**src/hbc_cfg.svh**
```systemverilog
// Register map, field positions, reset values and timing figures of the
// H-bridge configuration bank.
// Assumes a 50 MHz device clock; included by bare name.
`ifndef HBC_CFG_SVH
`define HBC_CFG_SVH

`define HBC_ADDR_W 8
`define HBC_DATA_W 8

`define HBC_ADDR_MAIN 8'h02
`define HBC_ADDR_GATE 8'h03
`define HBC_ADDR_MON 8'h04
`define HBC_ADDR_REG 8'h05

`define HBC_RST_GATE 8'h07
`define HBC_RST_MON 8'h70
`define HBC_RST_REG 8'h01

`define HBC_LOCK_MSB 5
`define HBC_LOCK_LSB 3
`define HBC_LOCK_CODE 3'h6
`define HBC_UNLOCK_CODE 3'h3

`define HBC_CLK_MHZ 50
`define HBC_DEAD_NS_0 120
`define HBC_DEAD_NS_1 240
`define HBC_DEAD_NS_2 480
`define HBC_DEAD_NS_3 960
`define HBC_WDOG_MS_0 10
`define HBC_WDOG_MS_1 20
`define HBC_WDOG_MS_2 50
`define HBC_WDOG_MS_3 100
`define HBC_CHOP_OFF_TIME_SEL_US_0 25
`define HBC_CHOP_OFF_TIME_SEL_US_1 50
`define HBC_CHOP_OFF_TIME_SEL_US_2 100
`define HBC_CHOP_OFF_TIME_SEL_US_3 200

`endif

```
**src/hbc_pkg.sv**
```systemverilog
// Field layouts of the three configuration registers.
// Assumes hbc_cfg.svh for offsets and reset values.
package hbc_pkg;
    typedef struct packed {
        logic [1:0] dead_time_sel;
        logic wdog_on;
        logic [1:0] wdog_period_sel;
        logic [2:0] gate_current_sel;
    } hbc_gate_t;

    typedef struct packed {
        logic sense_out_clamp;
        logic [2:0] overcurrent_trip_sel;
        logic hb2_high_monitor_off;
        logic hb2_low_monitor_off;
        logic hb1_high_monitor_off;
        logic hb1_low_monitor_off;
    } hbc_mon_t;

    typedef struct packed {
        logic [1:0] chop_off_time_sel;
        logic regulation_off;
        logic [1:0] ref_scale_sel;
        logic sample_hold_on;
        logic [1:0] amp_gain_sel;
    } hbc_reg_t;

    typedef enum logic [0:0] {
        HBC_OPEN,
        HBC_LOCKED
    } hbc_lock_t;
endpackage : hbc_pkg

```
**src/hbc_timing.sv**
```systemverilog
// Turns the timing selectors into clock-cycle counts at the device clock.
// Assumes the selectors come straight from the configuration registers.
`timescale 1ns/1ns
`default_nettype none
`include "hbc_cfg.svh"
module hbc_timing (
    input wire logic [1:0] dead_sel_i,
    input wire logic [1:0] wdog_sel_i,
    input wire logic [1:0] chop_off_time_sel_sel_i,
    output logic [5:0] dead_cycles_o,
    output logic [22:0] wdog_cycles_o,
    output logic [13:0] chop_off_time_sel_cycles_o
);
    // Dead time is a least time: round up
    localparam int DC0 = (`HBC_DEAD_NS_0 * `HBC_CLK_MHZ + 999) / 1000;
    localparam int DC1 = (`HBC_DEAD_NS_1 * `HBC_CLK_MHZ + 999) / 1000;
    localparam int DC2 = (`HBC_DEAD_NS_2 * `HBC_CLK_MHZ + 999) / 1000;
    localparam int DC3 = (`HBC_DEAD_NS_3 * `HBC_CLK_MHZ + 999) / 1000;
    localparam int WC0 = `HBC_WDOG_MS_0 * `HBC_CLK_MHZ * 1000;
    localparam int WC1 = `HBC_WDOG_MS_1 * `HBC_CLK_MHZ * 1000;
    localparam int WC2 = `HBC_WDOG_MS_2 * `HBC_CLK_MHZ * 1000;
    localparam int WC3 = `HBC_WDOG_MS_3 * `HBC_CLK_MHZ * 1000;
    localparam int TC0 = `HBC_CHOP_OFF_TIME_SEL_US_0 * `HBC_CLK_MHZ;
    localparam int TC1 = `HBC_CHOP_OFF_TIME_SEL_US_1 * `HBC_CLK_MHZ;
    localparam int TC2 = `HBC_CHOP_OFF_TIME_SEL_US_2 * `HBC_CLK_MHZ;
    localparam int TC3 = `HBC_CHOP_OFF_TIME_SEL_US_3 * `HBC_CLK_MHZ;

    function automatic logic [31:0] pick4(input logic [1:0] s, input int a, input int b,
                                          input int c, input int d);
        case (s)
            2'h0: pick4 = 32'(a);
            2'h1: pick4 = 32'(b);
            2'h2: pick4 = 32'(c);
            default: pick4 = 32'(d);
        endcase
    endfunction : pick4

    wire logic [31:0] dead_w = pick4(dead_sel_i, DC0, DC1, DC2, DC3);
    wire logic [31:0] wdog_w = pick4(wdog_sel_i, WC0, WC1, WC2, WC3);
    wire logic [31:0] chop_off_time_sel_w = pick4(chop_off_time_sel_sel_i, TC0, TC1, TC2, TC3);

    assign dead_cycles_o = dead_w[5:0];
    assign wdog_cycles_o = wdog_w[22:0];
    assign chop_off_time_sel_cycles_o = chop_off_time_sel_w[13:0];
endmodule : hbc_timing
`default_nettype wire

```
**src/hbc_config_regs.sv**
```systemverilog
// Configuration register bank of the H-bridge gate driver: main control
// lock state plus the gate timing, monitor and regulation registers.
// Assumes a serial front end that presents one synchronous byte write or
// read strobe per access, already decoded to address and data.
`timescale 1ns/1ns
`default_nettype none
`include "hbc_cfg.svh"
module hbc_config_regs (
    input wire logic ref_clk_i,
    input wire logic srst_i,
    input wire logic wr_i,
    input wire logic rd_i,
    input wire logic [7:0] addr_i,
    input wire logic [7:0] wdata_i,
    output logic [7:0] rdata_o,
    output logic rvalid_o,
    output logic locked_o,
    output logic [1:0] dead_time_sel_o,
    output logic [5:0] dead_cycles_o,
    output logic wdog_on_o,
    output logic [22:0] wdog_cycles_o,
    output logic [2:0] gate_current_sel_o,
    output logic sense_out_clamp_o,
    output logic [2:0] overcurrent_trip_sel_o,
    output logic [3:0] monitor_off_o,
    output logic [13:0] chop_off_time_sel_cycles_o,
    output logic regulation_off_o,
    output logic [1:0] ref_scale_sel_o,
    output logic sample_hold_on_o,
    output logic [1:0] amp_gain_sel_o
);
    hbc_pkg::hbc_gate_t gate_reg;
    hbc_pkg::hbc_gate_t gate_next;
    hbc_pkg::hbc_mon_t mon_reg;
    hbc_pkg::hbc_mon_t mon_next;
    hbc_pkg::hbc_reg_t regu_reg;
    hbc_pkg::hbc_reg_t regu_next;
    hbc_pkg::hbc_lock_t lock_reg;
    hbc_pkg::hbc_lock_t lock_next;
    logic [7:0] rdata_reg;
    logic rvalid_reg;
    logic [5:0] dead_cyc_reg;
    logic [22:0] wdog_cyc_reg;
    logic [13:0] chop_off_time_sel_cyc_reg;
    logic [7:0] rdata_next;
    logic rvalid_next;
    logic [5:0] dead_cyc_next;
    logic [22:0] wdog_cyc_next;
    logic [13:0] chop_off_time_sel_cyc_next;

    // One comparator shape for every decode, so the write and read maps agree
    function automatic logic addr_hit(input logic [7:0] a, input logic [7:0] target);
        addr_hit = (a == target);
    endfunction : addr_hit

    wire logic [2:0] lock_field = wdata_i[`HBC_LOCK_MSB:`HBC_LOCK_LSB];
    wire logic hit_main = addr_hit(addr_i, `HBC_ADDR_MAIN);
    wire logic hit_gate = addr_hit(addr_i, `HBC_ADDR_GATE);
    wire logic hit_mon = addr_hit(addr_i, `HBC_ADDR_MON);
    wire logic hit_regu = addr_hit(addr_i, `HBC_ADDR_REG);
    wire logic wr_main = wr_i && hit_main;
    wire logic open_w = (lock_reg == hbc_pkg::HBC_OPEN);
    // Only the lock state of the main control register lives here
    wire logic [7:0] main_rd = {2'h0, (open_w ? `HBC_UNLOCK_CODE : `HBC_LOCK_CODE), 3'h0};
    // A locked bank drops the write silently; the host gets no error back
    wire logic wr_gate = wr_i && open_w && hit_gate;
    wire logic wr_mon = wr_i && open_w && hit_mon;
    wire logic wr_regu = wr_i && open_w && hit_regu;
    // Each code acts only in the state it leaves; any other code is ignored
    wire logic lock_req = wr_main && open_w && (lock_field == `HBC_LOCK_CODE);
    wire logic unlock_req = wr_main && !open_w && (lock_field == `HBC_UNLOCK_CODE);

    wire logic [7:0] rd_mux =
        hit_main ? main_rd :
        hit_gate ? gate_reg :
        hit_mon ? mon_reg :
        hit_regu ? regu_reg : 8'h00;

    always_comb begin
        lock_next = lock_reg;
        if (lock_req) begin
            lock_next = hbc_pkg::HBC_LOCKED;
        end else if (unlock_req) begin
            lock_next = hbc_pkg::HBC_OPEN;
        end
    end

    assign gate_next = wr_gate ? hbc_pkg::hbc_gate_t'(wdata_i) : gate_reg;
    assign mon_next = wr_mon ? hbc_pkg::hbc_mon_t'(wdata_i) : mon_reg;
    assign regu_next = wr_regu ? hbc_pkg::hbc_reg_t'(wdata_i) : regu_reg;

    wire logic [5:0] dead_cyc_w;
    wire logic [22:0] wdog_cyc_w;
    wire logic [13:0] chop_off_time_sel_cyc_w;

    hbc_timing u_timing (
        .dead_sel_i(gate_reg.dead_time_sel),
        .wdog_sel_i(gate_reg.wdog_period_sel),
        .chop_off_time_sel_sel_i(regu_reg.chop_off_time_sel),
        .dead_cycles_o(dead_cyc_w),
        .wdog_cycles_o(wdog_cyc_w),
        .chop_off_time_sel_cycles_o(chop_off_time_sel_cyc_w)
    );

    // Counts are registered so consumers never see a decode glitch; they lag one cycle
    assign dead_cyc_next = dead_cyc_w;
    assign wdog_cyc_next = wdog_cyc_w;
    assign chop_off_time_sel_cyc_next = chop_off_time_sel_cyc_w;
    // Read data holds between reads, so a slow host may take it late
    assign rdata_next = rd_i ? rd_mux : rdata_reg;
    assign rvalid_next = rd_i;

    always_ff @(posedge ref_clk_i) begin
        if (srst_i) begin
            gate_reg <= hbc_pkg::hbc_gate_t'(`HBC_RST_GATE);
        end else begin
            gate_reg <= gate_next;
        end
    end

    always_ff @(posedge ref_clk_i) begin
        if (srst_i) begin
            mon_reg <= hbc_pkg::hbc_mon_t'(`HBC_RST_MON);
        end else begin
            mon_reg <= mon_next;
        end
    end

    always_ff @(posedge ref_clk_i) begin
        if (srst_i) begin
            regu_reg <= hbc_pkg::hbc_reg_t'(`HBC_RST_REG);
        end else begin
            regu_reg <= regu_next;
        end
    end

    always_ff @(posedge ref_clk_i) begin
        if (srst_i) begin
            lock_reg <= hbc_pkg::HBC_OPEN;
        end else begin
            lock_reg <= lock_next;
        end
    end

    always_ff @(posedge ref_clk_i) begin
        if (srst_i) begin
            rdata_reg <= '0;
        end else begin
            rdata_reg <= rdata_next;
        end
    end

    always_ff @(posedge ref_clk_i) begin
        if (srst_i) begin
            rvalid_reg <= 1'b0;
        end else begin
            rvalid_reg <= rvalid_next;
        end
    end

    always_ff @(posedge ref_clk_i) begin
        if (srst_i) begin
            dead_cyc_reg <= '0;
        end else begin
            dead_cyc_reg <= dead_cyc_next;
        end
    end

    always_ff @(posedge ref_clk_i) begin
        if (srst_i) begin
            wdog_cyc_reg <= '0;
        end else begin
            wdog_cyc_reg <= wdog_cyc_next;
        end
    end

    always_ff @(posedge ref_clk_i) begin
        if (srst_i) begin
            chop_off_time_sel_cyc_reg <= '0;
        end else begin
            chop_off_time_sel_cyc_reg <= chop_off_time_sel_cyc_next;
        end
    end

    assign rdata_o = rdata_reg;
    assign rvalid_o = rvalid_reg;
    assign locked_o = (lock_reg == hbc_pkg::HBC_LOCKED);
    assign dead_time_sel_o = gate_reg.dead_time_sel;
    assign dead_cycles_o = dead_cyc_reg;
    assign wdog_on_o = gate_reg.wdog_on;
    assign wdog_cycles_o = wdog_cyc_reg;
    // Drive strength code goes out raw; 000b weakest, rising monotonically
    assign gate_current_sel_o = gate_reg.gate_current_sel;
    assign sense_out_clamp_o = mon_reg.sense_out_clamp;
    // Threshold codes are not monotonic; the analog side decodes them
    assign overcurrent_trip_sel_o = mon_reg.overcurrent_trip_sel;
    assign monitor_off_o = {mon_reg.hb2_high_monitor_off, mon_reg.hb2_low_monitor_off,
                            mon_reg.hb1_high_monitor_off, mon_reg.hb1_low_monitor_off};
    assign chop_off_time_sel_cycles_o = chop_off_time_sel_cyc_reg;
    assign regulation_off_o = regu_reg.regulation_off;
    assign ref_scale_sel_o = regu_reg.ref_scale_sel;
    assign sample_hold_on_o = regu_reg.sample_hold_on;
    assign amp_gain_sel_o = regu_reg.amp_gain_sel;
endmodule : hbc_config_regs
`default_nettype wire

```
**config.mk**
```make
export PLATFORM = sky130hd
export DESIGN_NAME = hbc_config_regs
export DESIGN_NICKNAME = d
export VERILOG_FILES = /design/src/hbc_pkg.sv /design/src/hbc_timing.sv /design/src/hbc_config_regs.sv
export VERILOG_INCLUDE_DIRS = /design/src
export SDC_FILE = /design/constraint.sdc
export NUM_CORES = 1
export LEC_CHECK = 0
export BUFFER_PORTS_ARGS = -buffer_cell sky130_fd_sc_hd__buf_2
export CAP_MARGIN = 10
export CORE_AREA = 2 2 76 71
export CTS_BUF_LIST = sky130_fd_sc_hd__clkbuf_4 sky130_fd_sc_hd__clkbuf_8
export CTS_CLUSTER_SIZE = 25
export DETAILED_ROUTE_END_ITERATION = 10
export DIE_AREA = 0 0 78 73
export PLACE_DENSITY = 0.85
export SETUP_SLACK_MARGIN = 0.1
export SYNTH_ARGS = -nofsm -noshare
export SYNTH_HDL_FRONTEND = slang
export SYNTH_SLANG_ARGS = --single-unit
```
**constraint.sdc**
```tcl
create_clock -name ref_clk_i -period 1.79 [get_ports ref_clk_i]
set_input_delay 0 -clock ref_clk_i [delete_from_list [all_inputs] [get_ports ref_clk_i]]
set_output_delay 0 -clock ref_clk_i [all_outputs]
set_load 0.02 [all_outputs]
```
==> metrics.md <==
| Metric | Value |
|---|---|
| Status | `complete, no violations` |
| Mapped Avg Cell Area | `9.628 um^2` |
| Number of flops mapped to enable cells by yosys | `0` |
| Post-synthesis sequential area ratio | `between 40% and 50%` |
| Clk pwr share | `40.0%` |
| Drt first pass iters | `4` |
| Final Hold Fails | `0` |
| GPL Wtd Cong | `a little under 0.9` |
| Clk_skew | `8.405 ps` |
| Final core utilization | `a little over three fifths` |
| TritonCTS Buffers | `9` |
| Delay-heaviest family, CP | `simple AND/OR/NAND/NOR gates` |
| Async S/R FF share, synth | `0%` |
| Final nets | `about 370` |
| Via count | `approximately 2,100` |
| Input/output buffers | `between 80 and 90` |
| Simple-Gate Fraction of Synth Area | `a little under a quarter` |
| Switch share | `a little over a quarter` |
| Post-Syn Area | `roughly 2600 um^2` |
| Die Area | `~5700 um^2` |
| Die width | `78 um` |
| FILL cells | `about 420` |
| Finish-stage setup viols | `0` |
| Cell Pwr Density | `about 800 nW/um^2` |
| TNS Setup | `0 ps` |
| Multiplexer share of the synthesized area | `9.556%` |
| Critical Path RT | `a little over 2000 ps` |
| Fraction of layout cells with a size suffix above 1 | `between 30% and 40%` |
| DR iter-0 viols | `~140` |
| Rows | `25` |
| Hold Path Class | `input pin to register` |
| Max VDD drop | `approximately 560 uV` |
| P&R area growth vs syn | `19.78%` |
| Ys Warns | `0` |
| Synth Area in Adders | `4.300%` |
| Pins Over Slew Limit | `0` |
| Die H | `approximately 73 um` |
| Post-DP HPWL | `about 4100 um` |
| Worst-margin pin slew | `between 800 and 900 ps` |
| Maximum fanout along the worst path | `8` |
| Routed len/inst | `~14 um` |
| RSZ-0062 raised after global routing | `false` |
| I/O Pins | `93` |
| CTS clk-pin slew, worst paths | `about 70 ps` |
| # hold bufs at CTS | `7` |
| FF/Latch Area | `approximately 1100 um^2` |
| Multi-input gate area | `approximately 1200 um^2` |
| Netlist cell types | `44` |
| Class of the most critical setup path | `register to register` |
| Slowest stage cell, crit path | `and4_1` |
| Switch Pwr | `694.8 uW` |
| Global Route Usage Sum | `between 20 and 25%` |
| Worst slack, placed | `356.2 ps` |
| Leak pwr | `between 0.001 and 0.0015 uW` |
| Cts repair resizes | `0` |
| Synth top area share | `43.57%` |
| Antenna viol nets, final | `0` |
| Max-Cap Viols | `0` |
| Top FF cell, synth | `dfxtp_1` |
| DRC | `0` |
| Seq cells post-synth | `57` |
| Initial antenna violation count | `0` |
| Hold Slack | `25.88 ps` |
| Clock Tree Buf Depth | `2` |
| WL final | `just under 6000 um` |
| Buf/Inv on CP | `1` |
| First-pass GRT wire length | `approximately 9000 um` |
| Overflow after GRT | `0` |
| Largest net degree at the start of global routing | `30` |
| Top cells by count, synth | `57 x dfxtp_1, 29 x buf_4, 29 x nand2_1, 25 x mux2i_1, 24 x nor2_1` |
| Max incr delay on CP | `roughly 540 ps` |
| Clk_lat worst skew | `between 300 and 400 ps` |
| Clk root buf | `clkbuf_8` |
| Cell internal pwr | `roughly 1900 uW` |
| Synthesized instance count | `between 200 and 300` |
| Fin crit share | `between 70 and 80%` |
| Post-synth top area cell | `dfxtp_1` |
| Startpoint Class | `register` |
| Setup bufs post-CTS | `0` |
| Starting Density | `a little over half` |
| Count leader, synth | `dfxtp_1` |
| Core area | `~5000 um^2` |
| Seq pwr share | `50.7%` |
| Max frequency | `slightly above 700 MHz` |
| Clk sinks | `57` |
| Worst Setup End Kind | `register` |
| Setup ws final | `406.2 ps` |
| Cells along the critical path | `inv_1 -> and4_1 -> mux2i_1` |
| Number of vias per cell | `between 5 and 6` |
| Xor-xnor portion of the synthesized cell area | `0%` |
| H-tree Lvls | `3` |
| Final Power | `between 2000 and 3000 uW` |
| Crit path DAT | `about 1600 ps` |
| Logic pwr share | `a little under a tenth` |
| Diode count | `0` |
| Vias in the first global route | `about 1,800` |
| Slew HR | `44.28%` |
| CTS tree | `yes` |
| Main combinational cell family by area after synthesis | `simple AND/OR/NAND/NOR gates` |
| Synth area leaders | `dfxtp_1 44%, mux2i_1 9.6%, buf_4 8.3%` |
| Synth Area in Compound Gates | `between 7 and 8%` |
| Fin crit period | `1384 ps` |
## layer usage
| layer | vias up | track usage, % | share of wire [%] |
|---|---|---|---|
| met5 | - | 0 | 0 |
| met3 | 10 | 5.941 | 8.0 |
| met1 | 994 | 27.05 | 44 |
| li1 | 1036 | - | - |
| met4 | 0 | 8.772 | 1.6 |
| met2 | 87 | 31.51 | 46 |
## final cells by class
class | instances | area share [%]
clock inverter | 7 | 1.476
timing repair buffer | 94 | 16.43
sequential | 57 | 36.38
multi-input combinational | 170 | 37.77
inverter | 11 | 1.316
tap | 67 | 2.673
clock buffer | 9 | 3.949
## final timing paths
kind | from | end | slack [ps] | cells past startpoint
worst max-delay path | locked_o$_SDFFE_PP0P_ | gate_current_sel_o[2]$_SDFFE_PP1P_ | 410 | 3
worst min-delay path | wdata_i[3] | monitor_off_o[3]$_SDFFE_PP0P_ | 30 | 3
worst max register to register | locked_o$_SDFFE_PP0P_ | gate_current_sel_o[2]$_SDFFE_PP1P_ | 410 | 3
worst min register to register | rdata_o[5]$_SDFFE_PP0P_ | rdata_o[5]$_SDFFE_PP0P_ | 470 | 1
## cell families after synthesis
family | count (synthesis)
AOI/OAI and AO/OA | 22
buffers and inverters | 53
muxes | 25
and+or+nand+nor | 105
other | 1
adders and majority gates | 9
DFF | 57
## placed cells by master, fill, tap and decap left out, drive strengths merged, types with 4 or more instances in the layout
cell type    Yosys  layout
and2             4       4
clkbuf          10       9
ha               9       9
nor2b           12      12
nand3            4       4
nor2            24      24
mux2i           25      25
a221oi           7       7
nand4b           4       4
buf             32      87
conb             1       9
inv             11      12
nand2           29      29
dlygate4sd3      0       7
o2111ai          4       4
dfxtp           57      57
## worst min-delay path, stage by stage
cell,delay (ps)
buf_2,120
nand2_1,110
mux2i_1,80
## power groups by stage
stage,logic [uW],clock network [uW],registers (uW)
floorplan,136,0,1350
global placement,218,0,1330
detailed placement,222,0,1330
CTS,234,1040,1300
global route,257,1110,1300
finish,238,1030,1300
## stage by stage
| step | instance area, um^2 | instances |
|---|---|---|
| 6_report | 3137 | 415 |
| 2_1_floorplan | 2649 | 280 |
| 3_5_place_dp | 2897 | 392 |
| 4_1_cts | 3137 | 415 |
| 5_1_grt | 3137 | 415 |
| 3_3_place_gp | 2897 | 392 |
Note: power is estimated with default switching activity, not from simulation.
